[src/logic/eebac_params.svh]
// Offsets, field positions, reset values and timing counts of the byte-access controller
`ifndef EEBAC_PARAMS_SVH
`define EEBAC_PARAMS_SVH

// ----------------------------------------------------------------
// I/O register offsets
// ----------------------------------------------------------------
`define EEBAC_IO_ADDR_W 6
`define EEBAC_OFS_CONTROL 6'h1c
`define EEBAC_OFS_DATA 6'h1d
`define EEBAC_OFS_ADDRESS 6'h1e

// ----------------------------------------------------------------
// Control register fields and reset values
// ----------------------------------------------------------------
`define EEBAC_BIT_READ_STROBE 0
`define EEBAC_BIT_WRITE_STROBE 1
`define EEBAC_BIT_MASTER_WE 2
`define EEBAC_RST_CONTROL 8'h00
`define EEBAC_RST_ADDRESS 8'h00
`define EEBAC_RST_DATA 8'h00

// ----------------------------------------------------------------
// Array geometry and timing
// ----------------------------------------------------------------
`define EEBAC_ARRAY_DEPTH 256
`define EEBAC_CLK_PERIOD_NS 8
`define EEBAC_T_WRITE_FAST_US 2500
`define EEBAC_T_WRITE_SLOW_US 4000
`define EEBAC_WRITE_FAST_CYCLES \
   ((`EEBAC_T_WRITE_FAST_US * 1000 + `EEBAC_CLK_PERIOD_NS - 1) / `EEBAC_CLK_PERIOD_NS)
`define EEBAC_WRITE_SLOW_CYCLES \
   ((`EEBAC_T_WRITE_SLOW_US * 1000 + `EEBAC_CLK_PERIOD_NS - 1) / `EEBAC_CLK_PERIOD_NS)
`define EEBAC_PROG_CNT_W 20
`define EEBAC_MWE_CYCLES 4
`define EEBAC_HALT_CYCLES 2

`endif

[src/logic/eebac_pkg.sv]
// Types shared by the byte-access controller and its array
`default_nettype none
`include "eebac_params.svh"

package eebac_pkg;

   // ----------------------------------------------------------------
   // Processor I/O request
   // ----------------------------------------------------------------
   typedef struct packed {
      logic [`EEBAC_IO_ADDR_W-1:0] addr;
      logic we;
      logic re;
      logic [7:0] wdata;
   } eebac_io_req_t;

   // ----------------------------------------------------------------
   // Array write port
   // ----------------------------------------------------------------
   typedef struct packed {
      logic en;
      logic [7:0] addr;
      logic [7:0] data;
   } eebac_arr_wr_t;

   // ----------------------------------------------------------------
   // Controller state
   // ----------------------------------------------------------------
   typedef struct packed {
      logic [7:0] addr;
      logic [7:0] data;
      logic mwe;
      logic [1:0] mwe_cnt;
      logic wstrobe;
      logic rstrobe;
      logic [1:0] halt_cnt;
      logic [`EEBAC_PROG_CNT_W-1:0] prog_cnt;
      logic [7:0] prog_addr;
      logic [7:0] prog_data;
      logic [7:0] rdata;
   } eebac_state_t;

endpackage
`default_nettype wire

[src/logic/eebac_array.sv]
// 256-byte nonvolatile array model with one write port and a registered read port
`timescale 1ns/1ps
`default_nettype none
`include "eebac_params.svh"

module eebac_array #(
   parameter int DEPTH = `EEBAC_ARRAY_DEPTH
) (
   // Clock
   input wire logic clk,
   // Write port
   input wire eebac_pkg::eebac_arr_wr_t wr,
   // Read port
   input wire logic [7:0] rd_addr,
   output logic [7:0] rd_data
);

   generate
      if (DEPTH != 256) begin : g_bad_depth
         $error("eebac_array: depth must be 256 for an 8-bit address");
      end
   endgenerate

   logic [7:0] mem [0:DEPTH-1];
   logic [7:0] rd_data_r;

   // Cell contents survive reset, as a nonvolatile store must
   always_ff @(posedge clk) begin
      if (wr.en) begin
         mem[wr.addr] <= wr.data;
      end
      rd_data_r <= mem[rd_addr];
   end

   assign rd_data = rd_data_r;

endmodule
`default_nettype wire

[src/logic/eebac_ctrl.sv]
// Byte-access controller for the on-chip nonvolatile array, reached through three I/O registers
`timescale 1ns/1ps
`default_nettype none
`include "eebac_params.svh"

module eebac_ctrl #(
   parameter int WRITE_FAST_CYCLES = `EEBAC_WRITE_FAST_CYCLES,
   parameter int WRITE_SLOW_CYCLES = `EEBAC_WRITE_SLOW_CYCLES
) (
   // Clock and reset
   input wire logic SYS_CLK,
   input wire logic NRST,
   // Processor I/O access
   input wire eebac_pkg::eebac_io_req_t IO_REQ,
   output logic [7:0] IO_RDATA,
   // Processor stall
   output logic CPU_HALT,
   // Supply monitor
   input wire logic LOW_SUPPLY,
   input wire logic SLOW_SUPPLY,
   // Status
   output logic NV_BUSY
);

   // ----------------------------------------------------------------
   // Elaboration checks
   // ----------------------------------------------------------------
   localparam int CNT_MAX = (1 << `EEBAC_PROG_CNT_W) - 1;

   generate
      if (WRITE_FAST_CYCLES < 2 || WRITE_FAST_CYCLES > CNT_MAX) begin : g_bad_fast
         $error("eebac_ctrl: WRITE_FAST_CYCLES out of range");
      end
      if (WRITE_SLOW_CYCLES < 2 || WRITE_SLOW_CYCLES > CNT_MAX) begin : g_bad_slow
         $error("eebac_ctrl: WRITE_SLOW_CYCLES out of range");
      end
      // The enable and stall counters are two bits wide
      if (`EEBAC_MWE_CYCLES < 1 || `EEBAC_MWE_CYCLES > 4) begin : g_bad_mwe
         $error("eebac_ctrl: enable window does not fit its counter");
      end
      if (`EEBAC_HALT_CYCLES < 1 || `EEBAC_HALT_CYCLES > 3) begin : g_bad_halt
         $error("eebac_ctrl: stall length does not fit its counter");
      end
   endgenerate

   localparam logic [`EEBAC_PROG_CNT_W-1:0] FAST_LOAD = `EEBAC_PROG_CNT_W'(WRITE_FAST_CYCLES);
   localparam logic [`EEBAC_PROG_CNT_W-1:0] SLOW_LOAD = `EEBAC_PROG_CNT_W'(WRITE_SLOW_CYCLES);
   localparam logic [`EEBAC_PROG_CNT_W-1:0] PROG_LAST = `EEBAC_PROG_CNT_W'(1);
   localparam logic [1:0] MWE_LAST = 2'(`EEBAC_MWE_CYCLES - 1);
   localparam logic [1:0] HALT_LOAD = 2'(`EEBAC_HALT_CYCLES);

   // ----------------------------------------------------------------
   // State
   // ----------------------------------------------------------------
   eebac_pkg::eebac_state_t state_r;
   eebac_pkg::eebac_state_t state_nxt;
   eebac_pkg::eebac_arr_wr_t arr_wr;
   logic [7:0] arr_rdata;

   logic wr_ctrl;
   logic wr_addr;
   logic wr_data;
   logic rd_hit;
   logic start_write;
   logic start_read;
   logic prog_done;
   logic [7:0] ctrl_view;

   always_comb begin
      wr_ctrl = IO_REQ.we && (IO_REQ.addr == `EEBAC_OFS_CONTROL);
      wr_addr = IO_REQ.we && (IO_REQ.addr == `EEBAC_OFS_ADDRESS);
      wr_data = IO_REQ.we && (IO_REQ.addr == `EEBAC_OFS_DATA);
      rd_hit = IO_REQ.re;
      // Enable must already stand; setting both bits in one write does not launch
      start_write = wr_ctrl && IO_REQ.wdata[`EEBAC_BIT_WRITE_STROBE] && state_r.mwe
                    && !state_r.wstrobe && !LOW_SUPPLY;
      // A read while programming would see a half-written cell, so it is refused
      start_read = wr_ctrl && IO_REQ.wdata[`EEBAC_BIT_READ_STROBE] && !state_r.wstrobe
                   && !state_r.rstrobe && !start_write;
      prog_done = state_r.wstrobe && (state_r.prog_cnt == PROG_LAST);
      ctrl_view = 8'h00;
      ctrl_view[`EEBAC_BIT_MASTER_WE] = state_r.mwe;
      ctrl_view[`EEBAC_BIT_WRITE_STROBE] = state_r.wstrobe;
      ctrl_view[`EEBAC_BIT_READ_STROBE] = state_r.rstrobe;
   end

   // ----------------------------------------------------------------
   // Next-state logic
   // ----------------------------------------------------------------
   always_comb begin
      state_nxt = state_r;

      // Address and data registers
      if (wr_addr) begin
         state_nxt.addr = IO_REQ.wdata;
      end
      if (wr_data) begin
         state_nxt.data = IO_REQ.wdata;
      end

      // Master write enable with its own expiry
      if (wr_ctrl && IO_REQ.wdata[`EEBAC_BIT_MASTER_WE]) begin
         state_nxt.mwe = 1'b1;
         state_nxt.mwe_cnt = 2'h0;
      end else if (state_r.mwe) begin
         if (state_r.mwe_cnt == MWE_LAST) begin
            state_nxt.mwe = 1'b0;
            state_nxt.mwe_cnt = 2'h0;
         end else begin
            state_nxt.mwe_cnt = state_r.mwe_cnt + 2'h1;
         end
      end

      // Self-timed programming
      if (start_write) begin
         state_nxt.wstrobe = 1'b1;
         state_nxt.prog_cnt = SLOW_SUPPLY ? SLOW_LOAD : FAST_LOAD;
         state_nxt.prog_addr = state_r.addr;
         state_nxt.prog_data = state_r.data;
      end else if (state_r.wstrobe) begin
         if ((wr_addr || wr_data) || prog_done) begin
            state_nxt.wstrobe = 1'b0;
            state_nxt.prog_cnt = '0;
         end else begin
            state_nxt.prog_cnt = state_r.prog_cnt - PROG_LAST;
         end
      end

      // Read: the array has already registered the addressed byte
      if (start_read) begin
         state_nxt.rstrobe = 1'b1;
      end else if (state_r.rstrobe) begin
         state_nxt.data = arr_rdata;
         state_nxt.rstrobe = 1'b0;
      end

      // Processor stall after each launch
      // A refused strobe loads nothing, so software sees no stall for it
      if (start_write || start_read) begin
         state_nxt.halt_cnt = HALT_LOAD;
      end else if (state_r.halt_cnt != 2'h0) begin
         state_nxt.halt_cnt = state_r.halt_cnt - 2'h1;
      end

      // Register read-back
      if (rd_hit) begin
         case (IO_REQ.addr)
            `EEBAC_OFS_CONTROL: begin
               state_nxt.rdata = ctrl_view;
            end
            `EEBAC_OFS_ADDRESS: begin
               state_nxt.rdata = state_r.addr;
            end
            `EEBAC_OFS_DATA: begin
               state_nxt.rdata = state_r.data;
            end
            default: begin
               state_nxt.rdata = 8'h00;
            end
         endcase
      end
   end

   always_ff @(posedge SYS_CLK or negedge NRST) begin
      if (!NRST) begin
         state_r.addr <= `EEBAC_RST_ADDRESS;
         state_r.data <= `EEBAC_RST_DATA;
         state_r.mwe <= 1'b0;
         state_r.mwe_cnt <= 2'h0;
         state_r.wstrobe <= 1'b0;
         state_r.rstrobe <= 1'b0;
         state_r.halt_cnt <= 2'h0;
         state_r.prog_cnt <= '0;
         state_r.prog_addr <= 8'h00;
         state_r.prog_data <= 8'h00;
         state_r.rdata <= 8'h00;
      end else begin
         state_r <= state_nxt;
      end
   end

   // ----------------------------------------------------------------
   // Array and outputs
   // ----------------------------------------------------------------
   // The cell is committed only at the end of the interval, so an abort leaves
   // it untouched and a low supply in the last cycle of the interval suppresses the commit.
   always_comb begin
      arr_wr.en = prog_done && !(wr_addr || wr_data) && !LOW_SUPPLY;
      arr_wr.addr = state_r.prog_addr;
      arr_wr.data = state_r.prog_data;
   end

   eebac_array #(
      .DEPTH(`EEBAC_ARRAY_DEPTH)
   ) u_array (
      .clk(SYS_CLK),
      .wr(arr_wr),
      .rd_addr(state_r.addr),
      .rd_data(arr_rdata)
   );

   assign IO_RDATA = state_r.rdata;
   assign CPU_HALT = (state_r.halt_cnt != 2'h0);
   // Busy is the write strobe bit itself, so polling either one gives the same answer
   assign NV_BUSY = state_r.wstrobe;

endmodule
`default_nettype wire

[config.mk]
export PLATFORM = sky130hd
export DESIGN_NAME = eebac_ctrl
export DESIGN_NICKNAME = d
export VERILOG_FILES = /design/src/logic/eebac_pkg.sv /design/src/logic/eebac_array.sv /design/src/logic/eebac_ctrl.sv
export VERILOG_INCLUDE_DIRS = /design/src /design/src/logic
export SDC_FILE = /design/constraint.sdc
export NUM_CORES = 2
export LEC_CHECK = 0
export BUFFER_PORTS_ARGS = -buffer_cell sky130_fd_sc_hd__buf_2
export CAP_MARGIN = 20
export CORE_UTILIZATION = 35
export CTS_CLUSTER_SIZE = 14
export DETAILED_ROUTE_END_ITERATION = 12
export PLACE_DENSITY = 0.61
export SLEW_MARGIN = 40
export SYNTH_ARGS = -nofsm -noshare
export SYNTH_HDL_FRONTEND = slang
export SYNTH_SLANG_ARGS = --single-unit
[constraint.sdc]
create_clock -name SYS_CLK -period 7 [get_ports SYS_CLK]
set_input_delay 0.35 -clock SYS_CLK [delete_from_list [all_inputs] [get_ports SYS_CLK]]
set_output_delay 0.35 -clock SYS_CLK [all_outputs]
set_load 0.05 [all_outputs]
==> impl_results.md <==
- Status: finished clean
- Final std cells w/o fill: 7355
- Initial standard-cell utilization of the core: a little over a third
- Fraction of the yosys area taken by sequential cells: 76.4%
- Inserted Clock Buffers: between 200 and 250
- Total of endpoints with negative setup slack in the final report: 0
- Number of cells traversed by the worst register-to-register path: 6
- RSZ-0062 raised after global routing: no
- Maximum level of the CTS H-tree: 4
- Overall global routing resource usage: 17.3%
- Area share of the largest cell type after synthesis: 74.2%
- Post CTS Setup Buffer Count: 0
- Period utilization: 59.7%
- Congestion Overflow GR: 0
- Number of antenna violations at the first check in global routing: 5
- Drt drc: 0
- Final #Nets: a little over 4000
- Clock tree from TritonCTS: built
- Crit Reg-Reg Startpoint: state_r[39]
- Distinct cell type count of the synthesized netlist: 64
- Count of flip-flops with a built-in enable after synthesis: between 2000 and 2500
- CP Launch Point: state_r[39]
- Clock Skew: 0.0415 ns
- Avg Inst Size Synth: 21.2 um^2
- Worst min-delay path category: in2reg
- Sinks on the clock net: 2123
- Number of port buffers: 29
- GP Congestion: 0.824
- Detailed-placement wirelength estimate: about 120 mm
- Drt total wl: between 200 and 250 mm
- Core Util, Final: about 40%
- X dimension of the die: 489 um
- FFs w/ async S/R, synth: between 3 and 4%
- Worst slack on hold paths: 0.0683 ns
- Worst rel slew slack: 42.0%
- Detailed Routing Iterations Pass 1: 6
- Filler cell count in the final layout: 20600
- Max FO, Critical Path: 16
- Type of destination of the critical path: flop
- Terminus of the critical flop-to-flop path: u_array.mem[246][2]
- Cell leakage power: 32.1 nW
- Most used flip-flop cell after synthesis: sky130_fd_sc_hd__edfxtp_1
- Number of failing hold endpoints at the final stage: 0
- Vias after detailed routing: 40200
- Yosys warns: 0
- Max-slew violation count: 0
- Synth Net Count: around 4000
- Worst-Margin Slew: between 0.8 and 0.9 ns
- Sort of element at the start of the critical path: flop
- Maximum number of pins on one net before global-route repair: 134
- Post-synth design cell area: 0.0829 mm^2
- End of the critical path: u_array.mem[246][2]
- Routed WL per cell: 28.3 um
- Final critical delay including setup and external delays: 4.18 ns
- Number of buffers between clock root and the deepest sink: 3
- Total Negative Setup Slacks: 0 ns
- Count of pins on the block boundary: 30
- Max frequency: 239 MHz
- Biggest area consumer among synthesized cells: sky130_fd_sc_hd__edfxtp_1
- Max-cap check violation count: 0
- Number of gates given a new drive strength after cts: 0
- Clock insertion delay at the later pin of the skew report: between 0.8 and 0.9 ns
- Commonest cells after routing, fill and taps aside: sky130_fd_sc_hd__edfxtp_1 (2048), sky130_fd_sc_hd__mux4_2 (506), sky130_fd_sc_hd__clkbuf_16 (209), sky130_fd_sc_hd__nor2_1 (204), sky130_fd_sc_hd__mux2i_1 (189)
- Total Die Area: 0.239 mm^2
- Clock tree root buffer cell: sky130_fd_sc_hd__clkbuf_16
- Placed Instances: 6959
- Core Region: 0.235 mm^2
- Die Span Y: 489 um
- Vias in the first global route: 40200
- Power per cell area: 289 mW/mm^2
- Synth Register Bits: 2123
- First DRT Iteration DRCs: 4967
- Detail Route Antenna Nets: 0
- Peak VDD IR: 276 uV
- Leading cell type in the layout, fill and taps excluded: sky130_fd_sc_hd__edfxtp_1
- Synthesis-to-finish area growth: 13.1%
- Routed vias/inst: roughly 5.5
- Ratio of cells with drive above 1 in the final layout: a little over a quarter
- Worst Path Class, Setup: reg2reg
- R2R Setup Slk: 2.82 ns
- Data arrival at the endpoint of the critical path: 4.65 ns
- Synthesized instance count: 3920
- Global-route wire length before repair: 298 mm
- Main area contributors after synthesis: sky130_fd_sc_hd__edfxtp_1 (74%), sky130_fd_sc_hd__mux4_2 (14%), sky130_fd_sc_hd__mux2i_1 (2.3%)
- Rows: 178
- Required arrival time at the worst endpoint: 7.47 ns
- Clock transition at the registers of the reported paths: 0.06 ns
## metrics by stage
step	power [mW]	setup slack, ns	area (um^2)
2_1_floorplan	15.8	3.02	82900
3_3_place_gp	16.5	2.45	86600
3_5_place_dp	16.5	2.62	87000
4_1_cts	27.2	2.57	93700
5_1_grt	27.8	2.67	93800
6_report	27.1	2.82	93800
## per-layer routing
layer	global-route usage [%]	up-vias	routed length (um)
li1	-	16600	-
met1	24.5	21600	88800
met2	27.3	1842	98400
met3	3.51	274	15800
met4	4.72	0	4850
met5	0	-	0
## cell usage after synthesis, types with 3 or more instances
cell,count
sky130_fd_sc_hd__clkbuf_1,104
sky130_fd_sc_hd__o311ai_0,6
sky130_fd_sc_hd__mux2_2,41
sky130_fd_sc_hd__inv_1,19
sky130_fd_sc_hd__nor3_1,12
sky130_fd_sc_hd__mux4_2,506
sky130_fd_sc_hd__a22o_1,11
sky130_fd_sc_hd__buf_6,32
sky130_fd_sc_hd__or3_1,5
sky130_fd_sc_hd__nand4_1,6
sky130_fd_sc_hd__nand3_1,34
sky130_fd_sc_hd__buf_8,4
sky130_fd_sc_hd__and4b_1,3
sky130_fd_sc_hd__buf_1,17
sky130_fd_sc_hd__o221ai_1,39
sky130_fd_sc_hd__o21ai_0,51
sky130_fd_sc_hd__a211oi_1,20
sky130_fd_sc_hd__nor2b_1,17
sky130_fd_sc_hd__nor3_2,9
sky130_fd_sc_hd__dfxtp_1,8
sky130_fd_sc_hd__a21oi_1,36
sky130_fd_sc_hd__o22ai_1,31
sky130_fd_sc_hd__a22oi_1,56
sky130_fd_sc_hd__o41ai_1,3
sky130_fd_sc_hd__a221oi_1,8
sky130_fd_sc_hd__nand2_1,95
sky130_fd_sc_hd__buf_2,48
sky130_fd_sc_hd__a31oi_1,10
sky130_fd_sc_hd__nand2b_1,12
sky130_fd_sc_hd__mux2i_1,189
sky130_fd_sc_hd__a211oi_2,5
sky130_fd_sc_hd__and3b_1,3
sky130_fd_sc_hd__and2_1,4
sky130_fd_sc_hd__edfxtp_1,2048
sky130_fd_sc_hd__and3_1,4
sky130_fd_sc_hd__dfrtp_1,67
sky130_fd_sc_hd__o211ai_1,10
sky130_fd_sc_hd__buf_4,29
sky130_fd_sc_hd__ha_1,4
sky130_fd_sc_hd__nor2_1,278
sky130_fd_sc_hd__a211o_1,4
## flip-flops by register name (all words and copies together), names as in the netlist
register         cells
ctrl_view            2
arr_wr              16
IO_RDATA             8
u_array.mem       2048
state_r             40
u_array.rd_data      8
NV_BUSY              1
## repair_timing
| item | CTS | global route |
|---|---|---|
| setup endpoints to repair | 0 | 0 |
| hold buffers | 14 | 0 |
| hold endpoints to repair | 107 | 0 |
## where the power goes
group          total, mW  internal [mW]  switching (mW)
combinational       2.25          0.909            1.34
sequential          14.0           13.9           0.144
clock               10.8           6.09            4.75
total               27.1           20.8            6.24
## worst min-delay path by stage
stage                           start           to  slack, ns  cells after the start
after global placement    state_r[43]  state_r[43]       0.46                      1
final                      IO_REQ[10]  IO_RDATA[2]       0.07                      5
after global routing       IO_REQ[10]  IO_RDATA[2]       0.09                      5
after floorplan                  NRST  IO_RDATA[0]       0.05                      0
after detailed placement  state_r[36]  state_r[36]       0.48                      1
after CTS                  IO_REQ[10]  IO_RDATA[1]      0.003                      5
## cells by family after synthesis
family                     synth area share (%)
AOI/OAI and AO/OA                          2.57
xor gates and xnor gates                 0.0317
adders and majority gates                0.0603
buffers and inverters                      1.69
DFF                                        76.4
muxes                                      16.6
and+or+nand+nor                            2.70
## area by class of cell
cell class | count | area, um^2 | share of cell area [%]
flip-flops and latches | 2123 | 63400 | 67.5
multi-input cells | 1544 | 18500 | 19.7
clock buffers | 255 | 5420 | 5.78
well taps | 3150 | 3940 | 4.20
repair buffers | 138 | 1410 | 1.50
clock inverters | 125 | 1100 | 1.18
inverters | 19 | 71.3 | 0.0760
diodes | 1 | 2.50 | 0.00267
## critical path, cell delays in order, from the launching register on
cell and delay, ns:
sky130_fd_sc_hd__dfrtp_1 0.40, sky130_fd_sc_hd__or3_1 0.43, sky130_fd_sc_hd__or3_1 0.41, sky130_fd_sc_hd__nand4bb_4 0.35, sky130_fd_sc_hd__nor3_2 0.58, sky130_fd_sc_hd__nand3_1 0.73, sky130_fd_sc_hd__nor2_1 0.87
Power figures use the tool's default switching activity.
